--- src/rtl/cas_map.vh ---
`ifndef CAS_MAP_VH
`define CAS_MAP_VH

// command bytes of the registers served here
`define CAS_CMD_COMMON_STATUS 8'h02
`define CAS_CMD_FIRST_STATUS 8'h08
`define CAS_CMD_SECOND_STATUS 8'h09
`define CAS_CMD_THIRD_STATUS 8'h0a
`define CAS_CMD_FIRST_MASK 8'h0c
`define CAS_CMD_SECOND_MASK 8'h0d
`define CAS_CMD_THIRD_MASK 8'h0e

// power-on values of the mask bytes
`define CAS_FIRST_MASK_RST 3'h1
`define CAS_SECOND_MASK_RST 3'h0
`define CAS_THIRD_MASK_RST 3'h7

// channel field positions in status and mask bytes
`define CAS_BIT_LOCAL 0
`define CAS_BIT_REMOTE_A 1
`define CAS_BIT_REMOTE_B 2
`define CAS_CHAN_BITS 3

// summary flag positions in the common status byte
`define CAS_BIT_FIRST_SUM 1
`define CAS_BIT_SECOND_SUM 2
`define CAS_BIT_THIRD_SUM 3

// local limit keeps only its low seven bits, the top one reads zero
`define CAS_LOCAL_LIMIT_BITS 7

`endif

--- src/rtl/cas_flag.v ---
`timescale 1ns/100ps
`default_nettype none

// one hysteresis alarm flag: set at or above limit, clear below limit minus hysteresis
module cas_flag (
  input wire clk,
  input wire rst_n,
  input wire ce,
  input wire update,
  input wire [7:0] temp,
  input wire [7:0] limit,
  input wire [7:0] hyst,
  output reg flag_reg
);
  reg flag_next;
  wire [8:0] clear_level;

  // signed nine bits so a hysteresis above the limit never wraps into a huge threshold
  assign clear_level = {1'b0, limit} - {1'b0, hyst};

  always @* begin
    flag_next = flag_reg;
    if (update) begin
      if (temp >= limit) begin
        flag_next = 1'b1;
      end else if ($signed({1'b0, temp}) < $signed(clear_level)) begin
        flag_next = 1'b0;
      end
    end
  end

  always @(posedge clk) begin
    if (!rst_n) begin
      flag_reg <= 1'b0;
    end else if (ce) begin
      flag_reg <= flag_next;
    end
  end
endmodule // cas_flag

`default_nettype wire

--- src/rtl/cas_mask.v ---
`timescale 1ns/100ps
`default_nettype none

// one three-bit mask byte, upper bits are not stored
module cas_mask #(
  parameter [2:0] RESET_VAL = 3'h0
) (
  input wire clk,
  input wire rst_n,
  input wire ce,
  input wire wr,
  input wire [7:0] wdata,
  output reg [2:0] mask_reg
);
  always @(posedge clk) begin
    if (!rst_n) begin
      mask_reg <= RESET_VAL;
    end else if (ce && wr) begin
      mask_reg <= wdata[2:0];
    end
  end
endmodule // cas_mask

`default_nettype wire

--- src/rtl/cas_alarm.v ---
`timescale 1ns/100ps
`default_nettype none
`include "cas_map.vh"

// How it works
// - first status byte, three channel bits, rest zero
// - remote b first flag with hysteresis
// - remote a first flag with hysteresis
// - local flags set at limit, clear with hysteresis
// - first output active while any unmasked bit set
// - second status byte, remote second limits
// - remote a second/third flags use second limit
// - third status byte, same limits as second
// - second, third outputs follow own unmasked bits
// - first mask byte, reset one, rest zero
// - mask one blocks channel, zero passes it
// - common status summary bits one to three
// - second and third mask bytes, resets zero, seven
// - remote second limits shared by second, third
module cas_alarm (
  clk,
  rst_n,
  ce,
  local_temp,
  remote_a_temp,
  remote_b_temp,
  local_done,
  remote_a_done,
  remote_b_done,
  local_limit,
  remote_a_first_limit,
  remote_b_first_limit,
  remote_a_second_limit,
  remote_b_second_limit,
  hysteresis,
  reg_cmd,
  reg_wr,
  reg_wdata,
  reg_rd,
  reg_rdata,
  reg_rvalid,
  first_alarm_out_n,
  second_alarm_out_n,
  third_alarm_out_n
);
  input wire clk;
  input wire rst_n;
  input wire ce;
  input wire [7:0] local_temp;
  input wire [7:0] remote_a_temp;
  input wire [7:0] remote_b_temp;
  input wire local_done;
  input wire remote_a_done;
  input wire remote_b_done;
  input wire [7:0] local_limit;
  input wire [7:0] remote_a_first_limit;
  input wire [7:0] remote_b_first_limit;
  input wire [7:0] remote_a_second_limit;
  input wire [7:0] remote_b_second_limit;
  input wire [7:0] hysteresis;
  input wire [7:0] reg_cmd;
  input wire reg_wr;
  input wire [7:0] reg_wdata;
  input wire reg_rd;
  output reg [7:0] reg_rdata;
  output reg reg_rvalid;
  output reg first_alarm_out_n;
  output reg second_alarm_out_n;
  output reg third_alarm_out_n;

  wire [7:0] local_limit_eff;
  wire local_first_alarm_flag;
  wire remote_a_first_alarm_flag;
  wire remote_b_first_alarm_flag;
  wire local_second_alarm_flag;
  wire remote_a_second_alarm_flag;
  wire remote_b_second_alarm_flag;
  wire local_third_alarm_flag;
  wire remote_a_third_alarm_flag;
  wire remote_b_third_alarm_flag;
  wire [2:0] first_flags;
  wire [2:0] second_flags;
  wire [2:0] third_flags;
  wire [2:0] first_mask;
  wire [2:0] second_mask;
  wire [2:0] third_mask;
  wire first_alarm_summary_flag;
  wire second_alarm_summary_flag;
  wire third_alarm_summary_flag;
  wire wr_first_mask;
  wire wr_second_mask;
  wire wr_third_mask;
  reg [7:0] rdata_next;

  // any flag that its mask lets through drives the pin
  function alarm_any;
    input [2:0] flags;
    input [2:0] mask;
    begin
      alarm_any = |(flags & ~mask);
    end
  endfunction

  // the stored local limit has no top bit
  assign local_limit_eff = {1'b0, local_limit[`CAS_LOCAL_LIMIT_BITS-1:0]};

  // first alarm set, own remote limits
  cas_flag u_local_first (
    .clk(clk),
    .rst_n(rst_n),
    .ce(ce),
    .update(local_done),
    .temp(local_temp),
    .limit(local_limit_eff),
    .hyst(hysteresis),
    .flag_reg(local_first_alarm_flag)
  );

  cas_flag u_remote_a_first (
    .clk(clk),
    .rst_n(rst_n),
    .ce(ce),
    .update(remote_a_done),
    .temp(remote_a_temp),
    .limit(remote_a_first_limit),
    .hyst(hysteresis),
    .flag_reg(remote_a_first_alarm_flag)
  );

  cas_flag u_remote_b_first (
    .clk(clk),
    .rst_n(rst_n),
    .ce(ce),
    .update(remote_b_done),
    .temp(remote_b_temp),
    .limit(remote_b_first_limit),
    .hyst(hysteresis),
    .flag_reg(remote_b_first_alarm_flag)
  );

  // second alarm set
  cas_flag u_local_second (
    .clk(clk),
    .rst_n(rst_n),
    .ce(ce),
    .update(local_done),
    .temp(local_temp),
    .limit(local_limit_eff),
    .hyst(hysteresis),
    .flag_reg(local_second_alarm_flag)
  );

  cas_flag u_remote_a_second (
    .clk(clk),
    .rst_n(rst_n),
    .ce(ce),
    .update(remote_a_done),
    .temp(remote_a_temp),
    .limit(remote_a_second_limit),
    .hyst(hysteresis),
    .flag_reg(remote_a_second_alarm_flag)
  );

  cas_flag u_remote_b_second (
    .clk(clk),
    .rst_n(rst_n),
    .ce(ce),
    .update(remote_b_done),
    .temp(remote_b_temp),
    .limit(remote_b_second_limit),
    .hyst(hysteresis),
    .flag_reg(remote_b_second_alarm_flag)
  );

  // third alarm set reuses the second remote limits
  cas_flag u_local_third (
    .clk(clk),
    .rst_n(rst_n),
    .ce(ce),
    .update(local_done),
    .temp(local_temp),
    .limit(local_limit_eff),
    .hyst(hysteresis),
    .flag_reg(local_third_alarm_flag)
  );

  cas_flag u_remote_a_third (
    .clk(clk),
    .rst_n(rst_n),
    .ce(ce),
    .update(remote_a_done),
    .temp(remote_a_temp),
    .limit(remote_a_second_limit),
    .hyst(hysteresis),
    .flag_reg(remote_a_third_alarm_flag)
  );

  cas_flag u_remote_b_third (
    .clk(clk),
    .rst_n(rst_n),
    .ce(ce),
    .update(remote_b_done),
    .temp(remote_b_temp),
    .limit(remote_b_second_limit),
    .hyst(hysteresis),
    .flag_reg(remote_b_third_alarm_flag)
  );

  assign first_flags = {remote_b_first_alarm_flag, remote_a_first_alarm_flag,
                        local_first_alarm_flag};
  assign second_flags = {remote_b_second_alarm_flag, remote_a_second_alarm_flag,
                         local_second_alarm_flag};
  assign third_flags = {remote_b_third_alarm_flag, remote_a_third_alarm_flag,
                        local_third_alarm_flag};

  // summary follows raw flags, not masked ones
  assign first_alarm_summary_flag = |first_flags;
  assign second_alarm_summary_flag = |second_flags;
  assign third_alarm_summary_flag = |third_flags;

  // writes to status commands decode to nothing, so they are dropped
  assign wr_first_mask = reg_wr && (reg_cmd == `CAS_CMD_FIRST_MASK);
  assign wr_second_mask = reg_wr && (reg_cmd == `CAS_CMD_SECOND_MASK);
  assign wr_third_mask = reg_wr && (reg_cmd == `CAS_CMD_THIRD_MASK);

  cas_mask #(
    .RESET_VAL(`CAS_FIRST_MASK_RST)
  ) u_first_mask (
    .clk(clk),
    .rst_n(rst_n),
    .ce(ce),
    .wr(wr_first_mask),
    .wdata(reg_wdata),
    .mask_reg(first_mask)
  );

  cas_mask #(
    .RESET_VAL(`CAS_SECOND_MASK_RST)
  ) u_second_mask (
    .clk(clk),
    .rst_n(rst_n),
    .ce(ce),
    .wr(wr_second_mask),
    .wdata(reg_wdata),
    .mask_reg(second_mask)
  );

  cas_mask #(
    .RESET_VAL(`CAS_THIRD_MASK_RST)
  ) u_third_mask (
    .clk(clk),
    .rst_n(rst_n),
    .ce(ce),
    .wr(wr_third_mask),
    .wdata(reg_wdata),
    .mask_reg(third_mask)
  );

  // read decode; unknown commands belong to other blocks and read zero here
  always @* begin
    rdata_next = 8'h00;
    if (reg_cmd == `CAS_CMD_COMMON_STATUS) begin
      rdata_next[`CAS_BIT_FIRST_SUM] = first_alarm_summary_flag;
      rdata_next[`CAS_BIT_SECOND_SUM] = second_alarm_summary_flag;
      rdata_next[`CAS_BIT_THIRD_SUM] = third_alarm_summary_flag;
    end else if (reg_cmd == `CAS_CMD_FIRST_STATUS) begin
      rdata_next[`CAS_CHAN_BITS-1:0] = first_flags;
    end else if (reg_cmd == `CAS_CMD_SECOND_STATUS) begin
      rdata_next[`CAS_CHAN_BITS-1:0] = second_flags;
    end else if (reg_cmd == `CAS_CMD_THIRD_STATUS) begin
      rdata_next[`CAS_CHAN_BITS-1:0] = third_flags;
    end else if (reg_cmd == `CAS_CMD_FIRST_MASK) begin
      rdata_next[`CAS_CHAN_BITS-1:0] = first_mask;
    end else if (reg_cmd == `CAS_CMD_SECOND_MASK) begin
      rdata_next[`CAS_CHAN_BITS-1:0] = second_mask;
    end else if (reg_cmd == `CAS_CMD_THIRD_MASK) begin
      rdata_next[`CAS_CHAN_BITS-1:0] = third_mask;
    end
  end

  always @(posedge clk) begin
    if (!rst_n) begin
      reg_rdata <= 8'h00;
      reg_rvalid <= 1'b0;
    end else if (ce) begin
      reg_rvalid <= reg_rd;
      if (reg_rd) begin
        reg_rdata <= rdata_next;
      end
    end
  end

  // pins are active low and registered; one cycle behind the flags
  always @(posedge clk) begin
    if (!rst_n) begin
      first_alarm_out_n <= 1'b1;
      second_alarm_out_n <= 1'b1;
      third_alarm_out_n <= 1'b1;
    end else if (ce) begin
      first_alarm_out_n <= ~alarm_any(first_flags, first_mask);
      second_alarm_out_n <= ~alarm_any(second_flags, second_mask);
      third_alarm_out_n <= ~alarm_any(third_flags, third_mask);
    end
  end
endmodule // cas_alarm

`default_nettype wire

--- config.mk ---
export PLATFORM = sky130hd
export DESIGN_NAME = cas_alarm
export DESIGN_NICKNAME = d
export VERILOG_FILES = /design/src/rtl/cas_flag.v /design/src/rtl/cas_mask.v /design/src/rtl/cas_alarm.v
export VERILOG_INCLUDE_DIRS = /design/src /design/src/rtl
export SDC_FILE = /design/constraint.sdc
export NUM_CORES = 1
export LEC_CHECK = 0
export ABC_CLOCK_PERIOD_IN_PS = 3150
export BUFFER_PORTS_ARGS = -buffer_cell sky130_fd_sc_hd__buf_2
export CORE_MARGIN = 1.5
export CORE_UTILIZATION = 25
export DETAILED_ROUTE_END_ITERATION = 8
export GPL_ROUTABILITY_DRIVEN = 0
export SYNTH_ARGS = -nofsm -noshare
export SYNTH_HDL_FRONTEND = slang
export SYNTH_SLANG_ARGS = --single-unit
--- constraint.sdc ---
create_clock -name clk -period 3.15 [get_ports clk]
set_input_delay 0 -clock clk [delete_from_list [all_inputs] [get_ports clk]]
set_output_delay 0 -clock clk [all_outputs]
set_load 0.05 [all_outputs]
; ---- Word-level counts from Yosys, hierarchy flattened
; Cells that the tools add are included.
[classes]
addsub = 5
multipliers = 0
div = 0
magnitude_cmp = 10
n_eq_ne = 7
n_shift = 0
n_mux = 19
n_bitwise = 9
n_reduce_logical = 22
[op_table]
columns = op, count
row1 = $eq 8x4->1 const B, 6
row2 = $lt 9x9->1, 5
row3 = $sub 8x8->9, 4
row4 = $ge 8x8->1, 4
row5 = $mux 3, 6
row6 = $reduce_and 3->1, 5
row7 = $reduce_or 3->1, 5
row8 = $mux 1, 12
row9 = $reduce_bool 2->1, 5
row10 = $and 3x3->3, 3
row11 = $not 3->3, 3
row12 = $sub 7x8->9, 1
row13 = $eq 8x2->1 const B, 1
row14 = $ge 8x7->1, 1
row15 = $logic_and 1x1->1, 6
row16 = $not 1->1, 3
row17 = $mux 2, 1
row18 = $reduce_and 2->1, 1
[word_totals]
reg_bits = 22
latch_bits = 0
ram_bits = 0
mem_bits_ro = 0
inputBits = 96
elab_cells = 85
mem_count = 0

; ---- Logic depth before layout (Yosys ltp)
; Gate-level depths: netlist of run 1.
[logic_depth]
word_depth = 8
ltp_mapped = 13
ltp_nobuf = 13

; ---- Hierarchy
; Synthesis of run 1 repeated with hierarchy kept, for this count alone.
[hier_totals]
hier_cells = 952
area_unflattened_um2 = 7409.6
[by_module_without_submodules]
columns = mod, n_inst, cells_each, area_each_um2, seq_area_each_um2
row1 = cas_flag, 9, 91, 704.4, 20.0
row2 = cas_alarm, 1, 94, 699.4, 160.2
row3 = cas_mask (u_first_mask), 1, 13, 127.6, 60.1
row4 = cas_mask (u_second_mask), 1, 13, 125.1, 60.1
row5 = cas_mask (u_third_mask), 1, 13, 117.6, 60.1

; ---- Worst setup path before layout of run 1
; Ideal clock, no wire load.
[synth_timing]
kind = in2reg
from = in remote_b_first_limit[0]
to = reg u_remote_b_first.flag_reg
setup_time_ns = 0.116
t_arrival_ns = 2.375
t_required_ns = 3.034
setup_slack_ns = 0.659
path_stages = 13
n_path_buf = 0
path_cell_list = inv_1 -> ha_1 -> fa_1 -> nor2b_1 -> o31ai_2 -> nand2b_1 -> a211oi_1 -> or2_1 -> ha_1 -> a21o_1 -> a2111oi_0 -> o311ai_1 -> a31o_1
[synth_via]
elab_chain_cells = 4
[synth_lines]
columns = element, line
row1 = start: declaration, cas_alarm.v:57  ; input wire [7:0] remote_b_first_limit;
row2 = $sub 8x8->9, cas_flag.v:19  ; assign clear_level = {1'b0, limit} - {1'b0, hyst};
row3 = $lt 9x9->1, cas_flag.v:26  ; end else if ($signed({1'b0, temp}) < $signed(clear_level)) begin
row4 = $reduce_bool 2->1 (no source line), n/a
row5 = $reduce_and 3->1 (no source line), n/a
row6 = end signal: assignment, cas_flag.v:36  ; flag_reg <= flag_next;
row7 = end: declaration, cas_flag.v:13  ; output reg flag_reg
; Several ways; a longest one is shown, not always the timed one.
; A chain may end at the register's enable or synchronous reset.

; ---- Worst setup path after layout of run 1
[layout_timing]
from = in hysteresis[0]
to = reg u_remote_b_first.flag_reg
[layout_via]
elab_chain_cells = 4
[layout_lines]
columns = element, line
row1 = start: declaration, cas_alarm.v:60  ; input wire [7:0] hysteresis;
row2 = $sub 8x8->9, cas_flag.v:19
row3 = $lt 9x9->1, cas_flag.v:26
row4 = $reduce_bool 2->1 (no source line), n/a
row5 = $reduce_and 3->1 (no source line), n/a
; No other way between the ends.

==> out/metrics.cfg, run 1 <==
[sta]
clock_skew_ns=0.002675
setup_tns_ns=0
setup_viol=0
fmaxAchievable_mhz=387.4
fin_crit_sh_pct=81.95
whs_ns=0.005752
hold_viol=0
post-route-min-period_ns=2.582
rsz0062_at_grt=false
maxSlewViolCount=0
worst_slack_ns=0.5685

[synthesis]
synth-seq-cells=22
synth_edf_count=0
synthFlopType=dfxtp_1
synth_top_area_share_pct=32.31
yosysMostFrequentCell=ha_1
ys_seq_area_share_pct=10.07
synth_cells=539
synth_cell_type_count=56
synthArstFlopShare_pct=0
synth.area.top_cells=ha_1 32%, dfxtp_1 10%, inv_1 4.9%
syn_avg_cell_area_sq_um=8.118
ys_warn_count=0
synthTopCellsByCount=113 x ha_1, 57 x inv_1, 36 x nand2_1, 36 x nor2_1, 32 x o21ai_0
yosysTopAreaCell=ha_1
synthesis.area_sq_um=4375

[grt]
grt_usage_pct=12.72
antenna_found_initial=1
grt_pass1_wl_microns=18850
gr-total-overflow=0
grt_max_degree=25
grt_pass1_vias=3886

[clock_network]
cts_tree=yes
htreeDepth=1
clk_pin_slew_ns=0.06
cts_root_buffer=clkbuf_16
clock_latency_ns=0.26
cts_hold_buf=0
cts_buffer_depth=2
clock-sinks=22
cts_buffers=3
cts_resized=0
post_cts_buffers=0

[critical_path]
cp-end-kind=flop
required_ns=3.30
crit_fanout=5
critPathArrivalTime_ns=2.73
startpoint_type=primary input
path_class=in -> reg

[floorplanning]
fp.dieH_microns=135.3
die_width_microns=135.3
ioPinCount=108
die-area_sq_um=18300
start_util_pct=25.47
rows=48
core-area_sq_um=17180

[pwr]
clock_power_share_pct=25.9
p_leak_uw=0.002648
p_int_uw=869.6
comb_power_share_pct=52.8
vdd_drop_max_uv=153.2
power_density_nw_per_um2=270.9
seq_power_share_pct=21.3
swShare_pct=38.07
p_sw_uw=534.5

[final_layout]
final_area_sq_um=5184
nets=848
drive_gt1_share_pct=17.85
fillers=1886
layout.cells.non_filler=859
largest_reg_flops=4
area_growth_syn_to_layout_pct=18.47
top_register=reg_rdata

[hold_path]
min_path_type=in -> reg

[status]
status=completed

[placement]
port_buffers=97
place_area_sq_um=5076
dpl_worst_slack_ns=0.2886
dp_cells=854
dpl.hpwl_microns=10190

[route]
wire_per_inst_microns=13.48
firstDrtPassIters=4
drc=0
via_per_inst=4.688
wirelength_microns=11580
drt-initial-drc-count=106
vias=4027
postRouteAntennaNets=0

[run]
maxCapViolCount=0

## power groups by stage
stage               logic (uW)  registers, uW  clock network [uW]
floorplan                  524            315                   0
global placement           732            306                   0
detailed placement         742            306                   0
CTS                        748            299                 372
global route               861            301                 389
finish                     741            299                 363
## critical path: stages
cell	delay, ns
buf_2	0.14
ha_1	0.21
fa_1	0.42
nor2b_1	0.20
o31ai_2	0.10
nand2b_1	0.08
a211oi_1	0.06
or2_1	0.21
ha_1	0.29
a21o_1	0.18
a2111oi_0	0.42
o311ai_1	0.18
a31o_1	0.24
## routing by layer
layer | GRT usage (%) | routed length, microns | vias up
li1 | - | - | 2169
met2 | 21.15 | 4947 | 88
met3 | 1.085 | 439 | 14
met5 | 0 | 0 | -
met4 | 2.867 | 236 | 0
met1 | 17.80 | 5956 | 1756
## layout by cell type, fill, tap and decap left out, drive strengths merged, types with 3 or more instances in the layout
cell type  count
a2111oi        3
a211oi        12
a21o           9
a21oi         24
a31o           3
and2           3
and3           3
buf           98
clkbuf         3
conb           4
dfxtp         22
fa             5
ha           113
inv           57
mux2i         11
nand2         36
nand2b        13
nand3         16
nand4          7
nor2          36
nor2b         20
nor3           9
o2111ai        7
o211ai        10
o21a          12
o21ai         37
o22ai          3
o311ai         6
o31a           3
o31ai          5
xnor2          8
xor2          13
## logic make-up (layout without fill, tap and decap cells)
logic type	Yosys count	in the layout	share of synthesized area [%]
multiplexers	11	11	2.517
AND/OR/NAND/NOR	151	151	18.30
buffers and inverters	68	159	6.835
other	1	5	0.08571
AO/OA/AOI/OAI	147	147	23.39
XOR/XNOR	21	21	4.204
flip-flops	22	22	10.07
adder cells (fa/ha/maj)	118	118	34.60
## worst paths after layout
kind,from,end,slack [ns],cells past startpoint
min,reg_wdata[1],u_third_mask.mask_reg[1]$_SDFFE_PN1P_,0.006,3
max reg2reg,u_local_first.flag_reg$_SDFFE_PN0P_,second_alarm_out_n$_SDFFE_PN1P_,1.98,5
min reg2reg,reg_rvalid$_SDFFE_PN0P_,reg_rvalid$_SDFFE_PN0P_,0.47,2
max,hysteresis[0],u_remote_b_first.flag_reg$_SDFFE_PN0P_,0.57,13
## stage by stage
| stage | power (uW) | util [%] |
|---|---|---|
| final | 1404 | 30.18 |
| after global routing | 1551 | 30.18 |
| after CTS | 1420 | 30.16 |
| after detailed placement | 1048 | 29.55 |
| after global placement | 1038 | 29.55 |
| after floorplan | 839.3 | - |
## area by class of cell
type,count,area [sq um],share of cell area (%)
antenna,1,2.502,0.04827
timing repair buffer,98,493.0,9.510
sequential,22,440.4,8.496
tap,225,281.5,5.431
clock inverter,1,30.03,0.5793
clock buffer,3,75.07,1.448
multi-input combinational,452,3647,70.36
inverter,57,214.0,4.127
Power figures use the tool's default switching activity.
==> run 2, diff against run 1 <==
- ABC_CLOCK_PERIOD_IN_PS: 3150 -> 2200
- clock period: 3.15 -> 2.2 ns (I/O delays scaled with it)
==> run 2 against run 1 <==
Compared with the run above:
- the flow now finishes with violations (setup timing)
- clock skew fell by 0.00085 ns
- design area increased by 15%
- power rose by 62%
- wire length up 9.0%
- via count rose by 6.2%
- worst setup slack worse by 0.60 ns
- non-clock buffer count grew 60
- die area did not move
- combinational power grew 81%
==> out/metrics.cfg, run 2 (synthesis gave the netlist of run 1 again) <==
[status]
status=finished with violations
violations=setup timing

[grt]
gr-total-overflow=0  ; unchanged
antenna_found_initial=1  ; unchanged
grt_pass1_wl_microns=19840  ; +5.3%
grt_pass1_vias=4000  ; +2.9%
grt_max_degree=25  ; unchanged
grt_usage_pct=13.43  ; +0.71 points

[final_layout]
fillers=1843  ; -2.3%
final_common_cell=ha_1
layout.cells.non_filler=920  ; +7.1%
drive_gt1_share_pct=30.16  ; +12 points
final_cell_mix=102 x ha_1, 91 x buf_2, 57 x buf_4
largest_reg_flops=4  ; unchanged
multi_input_area_sq_um=3924  ; +7.6%
seqCellArea_sq_um=440.4  ; unchanged
nets=908  ; +7.1%
area_growth_syn_to_layout_pct=36.63
top_register=reg_rdata
final_area_sq_um=5978  ; +15%

[critical_path]
required_ns=2.35  ; -0.95 ns
critPathArrivalTime_ns=2.39  ; -0.34 ns
cp-end-kind=flop
crit_fanout=5  ; unchanged
startpoint_type=primary input
path_class=in -> reg

[placement]
dpl_worst_slack_ns=-0.3997  ; -0.6883 ns
dpl.hpwl_microns=10770  ; +5.8%
dp_cells=896  ; +4.9%
place_area_sq_um=5472  ; +7.8%
port_buffers=97  ; unchanged

[route]
postRouteAntennaNets=0  ; unchanged
via_per_inst=4.648  ; -0.86%
wirelength_microns=12630  ; +9.0%
wire_per_inst_microns=13.73  ; +1.8%
drc=0  ; unchanged
vias=4276  ; +6.2%
firstDrtPassIters=6  ; +2
drt-initial-drc-count=129  ; +22%

[sta]
maxSlewViolCount=0  ; unchanged
clock_skew_ns=0.001823  ; -0.0008522 ns
fmaxAchievable_mhz=447.8
post-route-min-period_ns=2.233
hold_viol=0  ; unchanged
worst_slack_ns=-0.03327  ; -0.6018 ns
fin_crit_sh_pct=101.5
setup_viol=1  ; +1
rsz0062_at_grt=true

[clock_network]
clock_latency_ns=0.26  ; about the same
clk_pin_slew_ns=0.06  ; about the same
cts_buffer_depth=2  ; unchanged
cts_buffers=3  ; unchanged
cts_root_buffer=clkbuf_16
htreeDepth=1  ; unchanged
cts_tree=yes
clock-sinks=22  ; unchanged

[floorplanning]
core-area_sq_um=17180  ; unchanged
die-area_sq_um=18300  ; unchanged
fp.dieH_microns=135.3  ; unchanged
rows=48  ; unchanged
start_util_pct=25.47  ; unchanged
ioPinCount=108  ; unchanged
die_width_microns=135.3  ; unchanged

[run]
maxCapViolCount=0  ; unchanged

[pwr]
power_density_nw_per_um2=381.3  ; +41%
p_leak_uw=0.002966  ; +12%
power_uw=2280  ; +62%
vdd_drop_max_uv=251.8  ; +64%

[hold_path]
min_path_type=in -> reg

-- run 2: cell types whose count changed in the layout (fill, tap and decap cells not counted), sizes merged --
cell / delta
inv: -2
clkinvlp: +2
dlygate4sd3: +1
buf: +59
diode: +1
-- run 2: path summary, 6_finish.rpt --
path                                                start                                endpoint  slack (ns)  cells after the start
hold / removal                               reg_wdata[0]   u_third_mask.mask_reg[0]$_SDFFE_PN1P_        0.01                      3
setup reg to reg  u_remote_a_second.flag_reg$_SDFFE_PN0P_               reg_rdata[1]$_SDFFE_PN0P_        1.00                      4
setup / recovery                            hysteresis[0]  u_remote_b_first.flag_reg$_SDFFE_PN0P_       -0.03                     13
hold reg to reg                   reg_rvalid$_SDFFE_PN0P_                 reg_rvalid$_SDFFE_PN0P_        0.47                      2
-- run 2: final cells by class --
| class | instances | area share, % |
|---|---|---|
| diodes | 2 | 0.08372 |
| clock buffers | 3 | 1.256 |
| clock inverters | 1 | 0.5023 |
| inverters | 57 | 3.746 |
| multi-input cells | 452 | 65.63 |
| flip-flops and latches | 22 | 7.367 |
| well taps | 225 | 4.709 |
| repair buffers | 158 | 16.70 |
-- run 2: per-layer routing --
layer	vias up	routed length (microns)	global-route usage, %
met1	1889	6107	18.61
met2	99	5873	23.30
met4	2	36	1.254
met3	4	601	1.272
met5	-	9	0
li1	2282	-	-
-- run 2: repair_timing --
| item | CTS | global route |
|---|---|---|
| gates cloned | 0 | 0 |
| pin swaps | 9 | 18 |
| hold buffers | 1 | 0 |
| gates resized for setup | 20 | 23 |
| endpoints found under the setup margin | 4 | 5 |
| buffers inserted | 9 | 8 |
| hold endpoints to repair | 1 | 0 |
-- run 2: worst max-delay path: stages --
cell,delay (ns)
buf_8,0.11
ha_4,0.16
fa_2,0.37
nor2b_4,0.17
o31ai_4,0.08
nand2b_1,0.08
a211oi_1,0.06
or2_1,0.23
ha_1,0.31
a21o_1,0.19
a2111oi_4,0.28
o311ai_1,0.16
a31o_1,0.19
-- run 2: metrics by stage --
step                       TNS, ns  hold WS (ns)  utilization [%]
after CTS                 -0.07737      0.006902            33.52
after floorplan           -0.06687        0.1251                -
after detailed placement    -1.698        0.2622            31.85
after global routing       -0.4983       0.01016            34.78
after global placement      -1.532        0.2641            31.85
final                     -0.03327       0.01403            34.80
-- run 2: power by group --
part / internal (uW) / switching (uW) / leakage [uW]
clock: 361 / 152 / 0.0000511
combinational: 648 / 690 / 0.00274
sequential: 412 / 16.1 / 0.000179
